**src/common/szc_pkg.sv**
```systemverilog
// constants, types and helpers of the speed reference filter and zero clamp
// assumes a 20 MHz system clock and an APB register port with 32-bit data
package szc_pkg;

  // ****************************************************************
  // timing
  // ****************************************************************
  localparam int CLK_NS = 50;          // system clock period
  localparam int SAMPLE_NS = 10000;    // filter sample period, 0.01 ms
  localparam int SAMPLE_CYC = SAMPLE_NS / CLK_NS;
  localparam logic [7:0] SAMPLE_LAST = 8'(SAMPLE_CYC - 1);
  localparam logic [5:0] DIV_STEPS = 6'h21;  // quotient bits of the lag step
  localparam int GAIN_SHIFT = 8;       // gain is 8.8 fixed point

  // ****************************************************************
  // register offsets (byte addresses)
  // ****************************************************************
  localparam logic [7:0] OFS_FILT_TC = 8'h00;
  localparam logic [7:0] OFS_CLAMP_LEVEL = 8'h04;
  localparam logic [7:0] OFS_MODE = 8'h08;
  localparam logic [7:0] OFS_MAX_SPEED = 8'h0C;
  localparam logic [7:0] OFS_POS_GAIN = 8'h10;
  localparam logic [7:0] OFS_STATUS = 8'h14;
  localparam logic [7:0] OFS_HOLD_POS = 8'h18;

  // ****************************************************************
  // field positions and reset values
  // ****************************************************************
  localparam int MODE_METHOD_LSB = 0;
  localparam int MODE_ALLOC_BIT = 4;
  localparam int MODE_CLAMPSEL_LSB = 8;
  localparam int STAT_REF_LSB = 16;
  localparam logic [15:0] TC_RST = 16'h0028;
  localparam logic [15:0] LEVEL_RST = 16'h000A;
  localparam logic [15:0] MAX_SPEED_RST = 16'h1388;
  localparam logic [15:0] GAIN_RST = 16'h0100;
  localparam logic [3:0] METHOD_RST = 4'h0;
  localparam logic ALLOC_RST = 1'b0;
  localparam logic [3:0] CLAMPSEL_RST = 4'h8;
  localparam logic [3:0] CLAMPSEL_ALWAYS = 4'h7;
  localparam logic [3:0] METHOD_ZERO_SW = 4'hA;

  // ****************************************************************
  // types
  // ****************************************************************
  typedef enum logic [1:0] {CTRL_SPEED, CTRL_INTERNAL, CTRL_POSITION, CTRL_FORCE} szc_ctrl_e;
  typedef enum logic {CLAMP_FREE, CLAMP_HOLD} szc_clamp_e;

  // ****************************************************************
  // helpers
  // ****************************************************************
  function automatic logic [31:0] szcAbs(input logic signed [31:0] v);
    szcAbs = v[31] ? 32'(-v) : 32'(v);
  endfunction : szcAbs

  function automatic logic signed [15:0] szcSat16(input logic signed [47:0] v);
    if (v > 48'sh7FFF) szcSat16 = 16'sh7FFF;
    else if (v < -48'sh7FFF) szcSat16 = -16'sh7FFF;
    else szcSat16 = v[15:0];
  endfunction : szcSat16

endpackage : szc_pkg

```
**src/core/szc_hold_loop.sv**
```systemverilog
// position hold loop: speed command from the stored clamp position
// assumes the feedback counter runs on the system clock
`timescale 1ns/10ps
module szc_hold_loop (
  // clock and reset
  input wire logic sysClk,
  input wire logic rst,
  // loop inputs
  input wire logic enable,
  input wire logic signed [31:0] holdPos,
  input wire logic signed [31:0] posFb,
  input wire logic [15:0] gain,
  // speed command
  output logic signed [15:0] cmdOut
);
  import szc_pkg::*;

  logic signed [31:0] posErr;
  logic signed [47:0] prod;
  logic errSmall;

  // error of one pulse or less counts as in place
  assign posErr = holdPos - posFb;
  assign errSmall = szcAbs(posErr) <= 32'h0000_0001;
  assign prod = 48'(posErr * $signed({1'b0, gain})) >>> GAIN_SHIFT;

  // proportional pull back toward the stored position
  always_ff @(posedge sysClk) begin
    if (rst) begin
      cmdOut <= 16'sh0;
    end else if (!enable || errSmall) begin
      cmdOut <= 16'sh0;
    end else begin
      cmdOut <= szcSat16(prod);
    end
  end
endmodule : szc_hold_loop

```
**src/core/szc_lag_filter.sv**
```systemverilog
// first-order lag on the speed reference, one step per sample tick
// assumes the tick spacing exceeds the serial divide time
`timescale 1ns/10ps
module szc_lag_filter (
  // clock and reset
  input wire logic sysClk,
  input wire logic rst,
  // sample and settings
  input wire logic sampleTick,
  input wire logic signed [15:0] refIn,
  input wire logic [15:0] timeConst,
  // result
  output logic signed [15:0] filtOut,
  output logic busy
);
  import szc_pkg::*;

  logic signed [31:0] acc_r;
  logic [32:0] quo_r;
  logic [16:0] rem_r;
  logic [15:0] div_r;
  logic neg_r;
  logic [5:0] step_r;
  logic signed [32:0] diff;
  logic [16:0] remShift;

  // the step toward the input is (x - y) * Ts / Tc, Ts equals one tc unit
  assign diff = 33'($signed({refIn, 16'h0000})) - 33'(acc_r);
  assign remShift = {rem_r[15:0], quo_r[32]};
  assign filtOut = acc_r[31:16];

  // ****************************************************************
  // accumulator and serial divider
  // ****************************************************************
  // serial divide keeps the area small; 33 cycles fit inside one sample
  always_ff @(posedge sysClk) begin
    if (rst) begin
      acc_r <= 32'sh0;
      quo_r <= 33'h0;
      rem_r <= 17'h0;
      div_r <= 16'h0;
      neg_r <= 1'b0;
      step_r <= 6'h0;
      busy <= 1'b0;
    end else if (sampleTick && timeConst == 16'h0000) begin
      acc_r <= {refIn, 16'h0000};
      busy <= 1'b0;
    end else if (sampleTick && !busy) begin
      neg_r <= diff[32];
      quo_r <= diff[32] ? 33'(-diff) : 33'(diff);
      rem_r <= 17'h0;
      div_r <= timeConst;  // new constant used from this sample on
      step_r <= 6'h0;
      busy <= 1'b1;
    end else if (busy) begin
      if (remShift >= {1'b0, div_r}) begin
        rem_r <= remShift - {1'b0, div_r};
        quo_r <= {quo_r[31:0], 1'b1};
      end else begin
        rem_r <= remShift;
        quo_r <= {quo_r[31:0], 1'b0};
      end
      step_r <= step_r + 6'h01;
      if (step_r == DIV_STEPS - 6'h01) begin
        busy <= 1'b0;
      end
    end else if (step_r == DIV_STEPS) begin
      acc_r <= neg_r ? acc_r - quo_r[31:0] : acc_r + quo_r[31:0];
      step_r <= 6'h0;
    end
  end
endmodule : szc_lag_filter

```
**src/core/szc_top.sv**
```systemverilog
// speed reference filter and zero clamp with an APB register port
// assumes pins are asynchronous; reference and feedback come on sysClk
//
// The implementer's own choices: the placing of the registers and the APB register port.
`timescale 1ns/10ps
//
// Contract
// - lag filter on reference, settable constant
// - clamp when request and reference below level
// - while clamped, ignore reference, hold position
// - hold within one pulse of entry position
// - push back when moved by force
// - method A uses proportional input as request
// - inactive request input disables clamp
// - allocation mode 1 uses selected clamp pin
// - clamp only for methods 0,3,4,5,6,7,9,A
// - switching away from speed modes drops clamp
// - clamp allocation 7 means always requested; the code requests only while CTRL_SPEED is active
// - clamp level register, default 10
// - threshold capped at maximum speed
module szc_top (
  // clock and reset
  input wire logic sysClk,
  input wire logic rst,
  // apb slave
  input wire logic psel,
  input wire logic penable,
  input wire logic pwrite,
  input wire logic [7:0] paddr,
  input wire logic [31:0] pwdata,
  output logic pready,
  output logic [31:0] prdata,
  output logic pslverr,
  // discrete input pins, closed is low except ctrlSelectIn, which is active high
  input wire logic propCtrlInN,
  input wire logic [6:0] clampPinsN,
  input wire logic ctrlSelectIn,
  // reference and feedback
  input wire logic signed [15:0] speedRefIn,
  input wire logic signed [31:0] posFb,
  // drive outputs
  output logic signed [15:0] speedCmd_r,
  output logic clampActive
);
  import szc_pkg::*;

  // ****************************************************************
  // declarations
  // ****************************************************************
  logic [15:0] timeConst_r;
  logic [15:0] clampLevel_r;
  logic [15:0] maxSpeed_r;
  logic [15:0] posGain_r;
  logic [3:0] method_r;
  logic allocMode_r;
  logic [3:0] clampSel_r;
  logic [8:0] pinMeta_r;
  logic [8:0] pinSync_r;
  logic [7:0] sampleCnt_r;
  logic sampleTick;
  logic signed [15:0] filtRef;
  logic filtBusy;
  logic signed [15:0] holdCmd;
  logic signed [31:0] holdPos_r;
  szc_clamp_e clamp_r;
  szc_clamp_e clamp_nxt;
  szc_ctrl_e activeCtrl;
  logic methodOk;
  logic modeOk;
  logic pconOn;
  logic cselOn;
  logic [6:0] clampPinOn;
  logic clampReq;
  logic [15:0] effLevel;
  logic belowLevel;
  logic clampWant;
  logic addrHit;
  logic [31:0] readMux;
  logic wrEn;

  // ****************************************************************
  // pin synchronisers
  // ****************************************************************
  // two flops on every pin; only the second stage is read
  always_ff @(posedge sysClk) begin
    if (rst) begin
      pinMeta_r <= 9'h1FF;
      pinSync_r <= 9'h1FF;
    end else begin
      pinMeta_r <= {ctrlSelectIn, propCtrlInN, clampPinsN};
      pinSync_r <= pinMeta_r;
    end
  end

  assign clampPinOn = ~pinSync_r[6:0];
  assign pconOn = ~pinSync_r[7];
  assign cselOn = pinSync_r[8];

  // ****************************************************************
  // apb slave
  // ****************************************************************
  // zero wait states: read data is latched in the setup cycle
  assign pready = psel & penable;
  assign pslverr = pready & ~addrHit;
  assign wrEn = psel & penable & pwrite & addrHit;

  // address decode and read mux
  always_comb begin
    addrHit = 1'b1;
    readMux = 32'h0000_0000;
    case (paddr)
      OFS_FILT_TC: readMux = {16'h0000, timeConst_r};
      OFS_CLAMP_LEVEL: readMux = {16'h0000, clampLevel_r};
      OFS_MODE: begin
        readMux[MODE_METHOD_LSB +: 4] = method_r;
        readMux[MODE_ALLOC_BIT] = allocMode_r;
        readMux[MODE_CLAMPSEL_LSB +: 4] = clampSel_r;
      end
      OFS_MAX_SPEED: readMux = {16'h0000, maxSpeed_r};
      OFS_POS_GAIN: readMux = {16'h0000, posGain_r};
      OFS_STATUS: begin
        readMux[0] = clamp_r == CLAMP_HOLD;
        readMux[1] = methodOk & modeOk;
        readMux[2] = clampReq;
        readMux[3] = filtBusy;  // lag step in progress
        readMux[5:4] = activeCtrl;
        readMux[STAT_REF_LSB +: 16] = filtRef;
      end
      OFS_HOLD_POS: readMux = holdPos_r;
      default: addrHit = 1'b0;
    endcase
  end

  // read data register
  always_ff @(posedge sysClk) begin
    if (rst) begin
      prdata <= 32'h0000_0000;
    end else if (psel && !penable && !pwrite) begin
      prdata <= readMux;
    end
  end

  // settings take effect on the write edge
  always_ff @(posedge sysClk) begin
    if (rst) begin
      timeConst_r <= TC_RST;
      clampLevel_r <= LEVEL_RST;
      maxSpeed_r <= MAX_SPEED_RST;
      posGain_r <= GAIN_RST;
      method_r <= METHOD_RST;
      allocMode_r <= ALLOC_RST;
      clampSel_r <= CLAMPSEL_RST;
    end else if (wrEn) begin
      case (paddr)
        OFS_FILT_TC: timeConst_r <= pwdata[15:0];
        OFS_CLAMP_LEVEL: clampLevel_r <= pwdata[15:0] > 16'h2710 ? 16'h2710 : pwdata[15:0];
        OFS_MODE: begin
          method_r <= pwdata[MODE_METHOD_LSB +: 4];
          allocMode_r <= pwdata[MODE_ALLOC_BIT];
          clampSel_r <= pwdata[MODE_CLAMPSEL_LSB +: 4];
        end
        OFS_MAX_SPEED: maxSpeed_r <= pwdata[15:0];
        OFS_POS_GAIN: posGain_r <= pwdata[15:0];
        default: ;
      endcase
    end
  end

  // ****************************************************************
  // reference filter
  // ****************************************************************
  // sample tick every 0.01 ms, the unit of the time constant
  always_ff @(posedge sysClk) begin
    if (rst) begin
      sampleCnt_r <= 8'h00;
    end else if (sampleCnt_r == SAMPLE_LAST) begin
      sampleCnt_r <= 8'h00;
    end else begin
      sampleCnt_r <= sampleCnt_r + 8'h01;
    end
  end

  assign sampleTick = sampleCnt_r == SAMPLE_LAST;

  szc_lag_filter uFilter (
    .sysClk(sysClk),
    .rst(rst),
    .sampleTick(sampleTick),
    .refIn(speedRefIn),
    .timeConst(timeConst_r),
    .filtOut(filtRef),
    .busy(filtBusy)
  );

  // ****************************************************************
  // control method and clamp request
  // ****************************************************************
  // the select input picks between the two methods of a switching mode
  always_comb begin
    methodOk = 1'b1;
    activeCtrl = CTRL_SPEED;
    case (method_r)
      4'h0: activeCtrl = CTRL_SPEED;
      4'h3: activeCtrl = CTRL_INTERNAL;
      4'h4: activeCtrl = cselOn ? CTRL_SPEED : CTRL_INTERNAL;
      4'h5: activeCtrl = cselOn ? CTRL_POSITION : CTRL_INTERNAL;
      4'h6: activeCtrl = cselOn ? CTRL_FORCE : CTRL_INTERNAL;
      4'h7: activeCtrl = cselOn ? CTRL_SPEED : CTRL_POSITION;
      4'h9: activeCtrl = cselOn ? CTRL_SPEED : CTRL_FORCE;
      METHOD_ZERO_SW: activeCtrl = CTRL_SPEED;
      default: methodOk = 1'b0;
    endcase
  end

  // position or force phase of a switching method drops the clamp
  assign modeOk = activeCtrl == CTRL_SPEED || activeCtrl == CTRL_INTERNAL;

  // request source follows the allocation settings
  always_comb begin
    if (clampSel_r == CLAMPSEL_ALWAYS) begin
      clampReq = activeCtrl == CTRL_SPEED;
    end else if (!allocMode_r) begin
      clampReq = method_r == METHOD_ZERO_SW && pconOn;
    end else if (clampSel_r < CLAMPSEL_ALWAYS) begin
      clampReq = clampPinOn[clampSel_r[2:0]];
    end else begin
      clampReq = 1'b0;
    end
  end

  // a level above the motor limit is cut to the limit
  assign effLevel = clampLevel_r > maxSpeed_r ? maxSpeed_r : clampLevel_r;
  assign belowLevel = szcAbs(32'(filtRef)) < {16'h0000, effLevel};
  assign clampWant = methodOk && modeOk && clampReq && belowLevel;

  // ****************************************************************
  // clamp state
  // ****************************************************************
  always_comb begin
    case (clamp_r)
      CLAMP_FREE: clamp_nxt = clampWant ? CLAMP_HOLD : CLAMP_FREE;
      CLAMP_HOLD: clamp_nxt = clampWant ? CLAMP_HOLD : CLAMP_FREE;
      default: clamp_nxt = CLAMP_FREE;
    endcase
  end

  always_ff @(posedge sysClk) begin
    if (rst) begin
      clamp_r <= CLAMP_FREE;
    end else begin
      clamp_r <= clamp_nxt;
    end
  end

  // position is captured on the entry edge only
  always_ff @(posedge sysClk) begin
    if (rst) begin
      holdPos_r <= 32'sh0;
    end else if (clamp_r == CLAMP_FREE && clamp_nxt == CLAMP_HOLD) begin
      holdPos_r <= posFb;
    end
  end

  assign clampActive = clamp_r == CLAMP_HOLD;

  szc_hold_loop uHold (
    .sysClk(sysClk),
    .rst(rst),
    .enable(clampActive),
    .holdPos(holdPos_r),
    .posFb(posFb),
    .gain(posGain_r),
    .cmdOut(holdCmd)
  );

  // ****************************************************************
  // speed command
  // ****************************************************************
  // while held the command does not look at the reference; only the level check for release does
  always_ff @(posedge sysClk) begin
    if (rst) begin
      speedCmd_r <= 16'sh0;
    end else if (clampActive) begin
      speedCmd_r <= holdCmd;
    end else begin
      speedCmd_r <= filtRef;
    end
  end
endmodule : szc_top

```
**config.mk**
```make
export PLATFORM = sky130hd
export DESIGN_NAME = szc_top
export DESIGN_NICKNAME = d
export VERILOG_FILES = /design/src/common/szc_pkg.sv /design/src/core/szc_hold_loop.sv /design/src/core/szc_lag_filter.sv /design/src/core/szc_top.sv
export SDC_FILE = /design/constraint.sdc
export NUM_CORES = 2
export LEC_CHECK = 0
export BUFFER_PORTS_ARGS = -buffer_cell sky130_fd_sc_hd__buf_2
export CAP_MARGIN = 20
export CORE_MARGIN = 1
export CORE_UTILIZATION = 40
export CTS_CLUSTER_DIAMETER = 120
export DETAILED_ROUTE_END_ITERATION = 10
export GPL_TIMING_DRIVEN = 0
export SLEW_MARGIN = 10
export SYNTH_ARGS = -nofsm -noshare
export SYNTH_HDL_FRONTEND = slang
export SYNTH_SLANG_ARGS = --single-unit
```
**constraint.sdc**
```tcl
create_clock -name sysClk -period 29 [get_ports sysClk]
set_input_delay 7.25 -clock sysClk [delete_from_list [all_inputs] [get_ports sysClk]]
set_output_delay 7.25 -clock sysClk [all_outputs]
set_load 0.03 [all_outputs]
```
## Yosys cells after proc, flatten, opt, wreduce, memory -nomap -nowiden

Cells that the tools add are included.

| cells by class | value |
|---|---|
| bitwise logic cells | 12 |
| eq/ne operators | 20 |
| reductions and logical operators | 38 |
| $lt $le $gt $ge | 9 |
| add/sub/neg operators | 10 |
| multiply operators | 1 |
| multiplexer cells | 45 |

Operator list:

| kind | number |
|---|---|
| 32-bit two-way mux | 7 |
| 16-bit two-way mux | 7 |
| 33-bit two-way mux | 3 |
| 32-bit subtractor | 2 |
| 32-bit by 17-bit multiplier with 48-bit output | 1 |
| 40-bit by 16-bit greater-than comparator with 1-bit output (second input constant) | 1 |
| 40-bit by 16-bit < comparator with 1-bit output (second input constant) | 1 |
| 5-bit one-hot mux with 7 select lines | 1 |
| 33-bit negation | 1 |
| 32-bit by 32-bit subtractor with 33-bit output | 1 |
| 32-bit adder | 1 |
| 32-bit by 1-bit less-or-equal comparator with 1-bit output (second input constant) | 1 |
| 32-bit by 16-bit < comparator with 1-bit output | 1 |
| 16-bit negation with 32-bit output | 1 |
| 32-bit negation | 1 |
| 16-bit one-hot mux with 2 select lines | 1 |
| 8-bit by 5-bit == test with 1-bit output (second input constant) | 3 |
| 4-bit one-hot mux with 6 select lines | 1 |
| 4-bit by 3-bit == test with 1-bit output (second input constant) | 5 |
| 4-bit one-hot mux with 5 select lines | 1 |
| 6-bit two-way mux | 3 |
| 17-bit by 16-bit greater-or-equal comparator with 1-bit output | 1 |
| 8-bit by 4-bit == test with 1-bit output (second input constant) | 2 |
| 16-bit by 14-bit greater-than comparator with 1-bit output (second input constant) | 1 |
| other kinds (39) | 87 |

| storage, ports and cells | value |
|---|---|
| flip-flop bits (word level) | 301 |

## Longest topological paths before layout

| logic depth | value |
|---|---|
| depth in word-level cells | 10 |
| mapped depth | 39 |

## Modules after synthesis

Synthesis repeated with hierarchy kept, for this count alone.

| unflattened totals | value |
|---|---|
| cell total of the unflattened synthesis | 5001 |
| area total of the unflattened synthesis | 40911.7 sq um |

Modules (own cells, without submodules):

| module | cells each | area an instance (sq um) | instances |
|---|---|---|---|
| szc_hold_loop | 2716 | 22317.7 | 1 |
| szc_lag_filter | 1290 | 9664.3 | 1 |
| szc_top | 995 | 8929.8 | 1 |

## Worst setup path after synthesis

No wires, ideal clock.

| timing path | value |
|---|---|
| path kind | input port to flip-flop |
| from | input posFb[0] |
| to | register uHold.cmdOut[0] |
| data required time | 28860 ps |
| path buffers | 3 |
| path slack | 12742 ps |
| data arrival time | 16118 ps |
| cell stages on the path | 35 |
| path through | ha_1 fa_1 nand2b_2 a211oi_4 o211ai_4 a211o_1 a211o_1 o2111ai_1 clkbuf_1 clkbuf_1 nand2_1 fa_1 fa_1 fa_1 inv_1 fa_1 fa_1 inv_1 fa_1 inv_1 ha_1 clkbuf_1 a21o_1 a21o_1 a21oi_1 o21ai_0 a21oi_1 and3b_1 nor2_1 or4_1 or3_1 nor4b_1 nand4_1 nand2_1 a31oi_1 |

| between the ends | value |
|---|---|
| cells in the longest elaborated chain, start to end | 6 |
| elaborated cells between the ends (all ways) | 11 |
| those cells by class | add/sub (2); mul (1); order compare (3); mux (3); reduce/logical (2) |

RTL lines:

| element | line | RTL |
|---|---|---|
| start: declaration | szc_top.sv:40 | `input wire logic signed [31:0] posFb,` |
| 32-bit subtractor (*) | szc_hold_loop.sv:23 | `assign posErr = holdPos - posFb;` |
| parallel branches: the longest is 5 deep, another holds 32-bit by 17-bit multiplier with 48-bit output | - |  |
| end signal: assignment | szc_hold_loop.sv:34 | `cmdOut <= szcSat16(prod);` |
| end: declaration | szc_hold_loop.sv:14 | `output logic signed [15:0] cmdOut` |

Every way passes the cells marked *.
A chain may end at the register's enable or synchronous reset.

## Worst setup path after layout

| timing path | value |
|---|---|
| from | input posFb[8] |
| to | register uHold.cmdOut[0] |

Same word-level chain as after synthesis.

==> results.yml <==
critical_path:
  path_class: "primary input to flip-flop"
  rr_startpoint: "holdPos_r[8]"
  r2r_cells: 32
  start_kind: "primary input"
  path_max_fanout: 10
  cp-end-kind: "flip-flop"
  reg2reg_slack_ps: 16860
  arrival_ps: 18990
  crit_slowest_cell: "o41ai_2"
  cpMostUsedCell: "fa_1"
  reg2reg_to: "uHold.cmdOut[0]"
  cp.required_ps: 29390
  max_stage_delay_ps: 950
placement:
  place_congestion: 0.9652
  hpwl_microns: 110000
  dp_slack_ps: 10030
  io_buffers: 132
synth:
  yosysSeqAreaShare_pct: 15.30
  ys.flop_type: "dfxtp_1"
  synth-simple-area-share_pct: 20.17
  synth_xor_area_share_pct: 4.845
  synthMuxAreaShare_pct: 2.990
  synthesis.instances: 4860
  ys_types: 107
  yosys.area_share.adder_pct: 32.44
  async_flop_share_pct: 0
  synth_edf_count: 0
  synth_seq_cells: 301
  syn_nets: 5692
  synth_top_family_by_area: "adder cells"
  syn_avg_cell_area_sq_um: 8.103
  yosys_warnings: 0
  synth_compound_area_share_pct: 14.81
  syn_area_sq_um: 39380
job:
  drv_cap: 0
hold_path:
  hold_class: "flip-flop to flip-flop"
  hold_depth: 1
  min_to: "pinSync_r[4]"
  min_from: "pinMeta_r[4]"
routing:
  drtAntennaViolNets: 0
  drt_wl_total_microns: 135700
  wl_per_cell_microns: 21.39
  drt_iter0_drc: 2940
  viasPerCell: 5.525
  drc: 0
  vias: 35060
  dr.pass1.iters: 8
sta:
  slew_headroom_pct: 15.90
  hold_viol_final: 0
  fin_skew_ps: 36.97
  min_period_ps: 18600
  rsz0062_at_grt: "no"
  layout_setup_ws_ps: 10400
  fin_crit_sh_pct: 64.12
  fmax_mhz: 53.78
  holdWs_ps: 403.1
  fin_setup_tns_ps: 0
  setup_viol: 0
  maxSlewViolCount: 0
  worst_pin_slew_ps: 1261
die:
  core_area_sq_um: 97140
  initial_core_util_pct: 40.54
  die_y_microns: 315.8
  die_area_sq_um: 99710
  die_x_microns: 315.8
  rows: 114
  ios: 153
global_route:
  grtUsageTotal_pct: 27.64
  first_global_vias: 34520
  grt_pass1_wl_microns: 210000
  grt_max_degree: 14
  antenna_found_initial: 10
  grt.overflow.total: 0
clocking:
  cts_resized: 0
  clkTransAtPathRegs_ps: 60
  hold_buffers: 0
  cts.sinks: 301
  cts_root_buf: "clkbuf_16"
  worstSkewPairLatency_ps: 590
  numCtsBuffers: 36
  clockBufferDepth: 3
  cts_tree: "built"
  cts_setup_buffers: 0
  h-tree-depth: 2
layout:
  fill_cells: 9782
  layout-drive-gt1-share_pct: 5.847
  synthToLayoutAreaGrowth_pct: 9.122
  fin_nets: 5870
status:
  outcome: "completed"
pwr:
  ir_worst_vdd_mv: 0.03143
  p_per_area_nw_per_um2: 24.86
  leakagePower_nw: 19.07
==> layer usage <==
metal	wire length [microns]	GRT usage, %	vias to the layer above
met5	44	0	-
met4	6005	11.01	6
met3	9516	3.601	287
met2	62390	45.16	1290
met1	57760	37.00	17180
li1	-	-	16290
==> cell families (layout without fill, tap and decap cells) <==
group,count (synthesis),count (layout)
DFF,301,301
buffers and inverters,986,1188
other,0,7
AOI/OAI and AO/OA,884,884
adders and majority gates,730,730
and+or+nand+nor,1630,1630
xor gates and xnor gates,217,217
muxes,112,112
==> cell usage in the layout, fill, tap and decap left out, types with 150 or more instances in the layout <==
| master | n |
|---|---|
| nor2_1 | 310 |
| xnor2_1 | 150 |
| nand2_1 | 614 |
| clkbuf_1 | 247 |
| inv_1 | 720 |
| fa_1 | 485 |
| a21oi_1 | 288 |
| ha_1 | 245 |
| dfxtp_1 | 301 |
| and2_1 | 219 |
==> worst max-delay path: cells and delay by family <==
family | cells | cell delay, ps
fa+ha+maj | 8 | 3580
simple gates | 8 | 2710
compound gates | 9 | 3510
buf+inv | 9 | 1860
==> Yosys cell counts, types with 17 or more instances <==
master    count  area share, %
a22oi_1      46           0.88
or2_2        32           0.51
nand3b_1     19           0.36
o21a_1       24           0.46
a221oi_1     18           0.40
nand2b_1     37           0.59
nand4_1      54           0.86
mux2i_1     103            2.6
o21ai_0     136            1.7
nand2_1     614            5.9
nor4_1       30           0.48
a211oi_1     54            1.0
dfxtp_1     301             15
or3_1        30           0.48
a31oi_1      32           0.51
a21oi_1     288            3.7
a211o_1      18           0.40
xnor2_1     150            3.3
ha_1        245            7.8
xor2_1       66            1.5
nor2b_1      45           0.71
inv_1       720            6.9
and2_1      219            3.5
nor3_1       89            1.1
nand3_1      52           0.66
nor2_1      310            3.0
clkbuf_1    242            2.3
fa_1        485             25
a21o_1       67            1.3
o211ai_1     17           0.32
and3_1       24           0.38
o31ai_1      29           0.55
==> registers in the layout (all words and copies together) (netlist names) <==
signal,count
method_r,4
posGain_r,16
uHold.cmdOut,16
prdata,32
uFilter.busy,1
clampActive,1
uFilter.rem_r,16
sampleCnt_r,8
speedCmd_r,16
maxSpeed_r,16
uFilter.quo_r,33
uFilter.neg_r,1
allocMode_r,1
uFilter.acc_r,32
clampLevel_r,16
pinMeta_r,9
uFilter.step_r,6
holdPos_r,32
clampSel_r,4
uFilter.div_r,16
pinSync_r,9
timeConst_r,16
==> per-stage QoR <==
stage	instances	util [%]	power, W	instance area (sq um)
6_report	6345	44.24	0.001068	42970
5_1_grt	6339	44.22	0.001106	42960
4_1_cts	6336	44.21	0.001071	42940
3_5_place_dp	6274	42.93	0.0005987	41710
3_3_place_gp	6268	42.87	0.0005973	41640
2_1_floorplan	4860	-	0.0005374	39380
==> report_power, final <==
part           internal [W]  switching, W
Sequential         0.000417    0.00000195
Combinational     0.0000540      0.000120
Clock              0.000277      0.000199
==> final cells by class <==
cell class                      count  area, sq um  share of cell area, %
Clock buffer                       48         1016                  2.364
Sequential cell                   301         6026                  14.02
Clock inverter                     14        219.0                 0.5095
Timing Repair Buffer              140        724.4                  1.686
Buffer                            265         1013                  2.358
Inverter                          721         2706                  6.298
Tap cell                         1276         1597                  3.715
Multi-Input combinational cell   3573        29650                  69.01
Antenna cell                        7        17.52                0.04076
==> how the worst max path moves through the flow <==
stage,slack [ps],from,endpoint
4_1_cts,10590,posFb[8],uHold.cmdOut[0]
5_1_grt,9820,posFb[8],uHold.cmdOut[0]
3_3_place_gp,9900,posFb[0],uHold.cmdOut[9]
2_1_floorplan,12740,posFb[0],uHold.cmdOut[0]
3_5_place_dp,10030,posFb[8],uHold.cmdOut[0]
6_report,10400,posFb[8],uHold.cmdOut[0]
(Power assumes the default switching activity.)
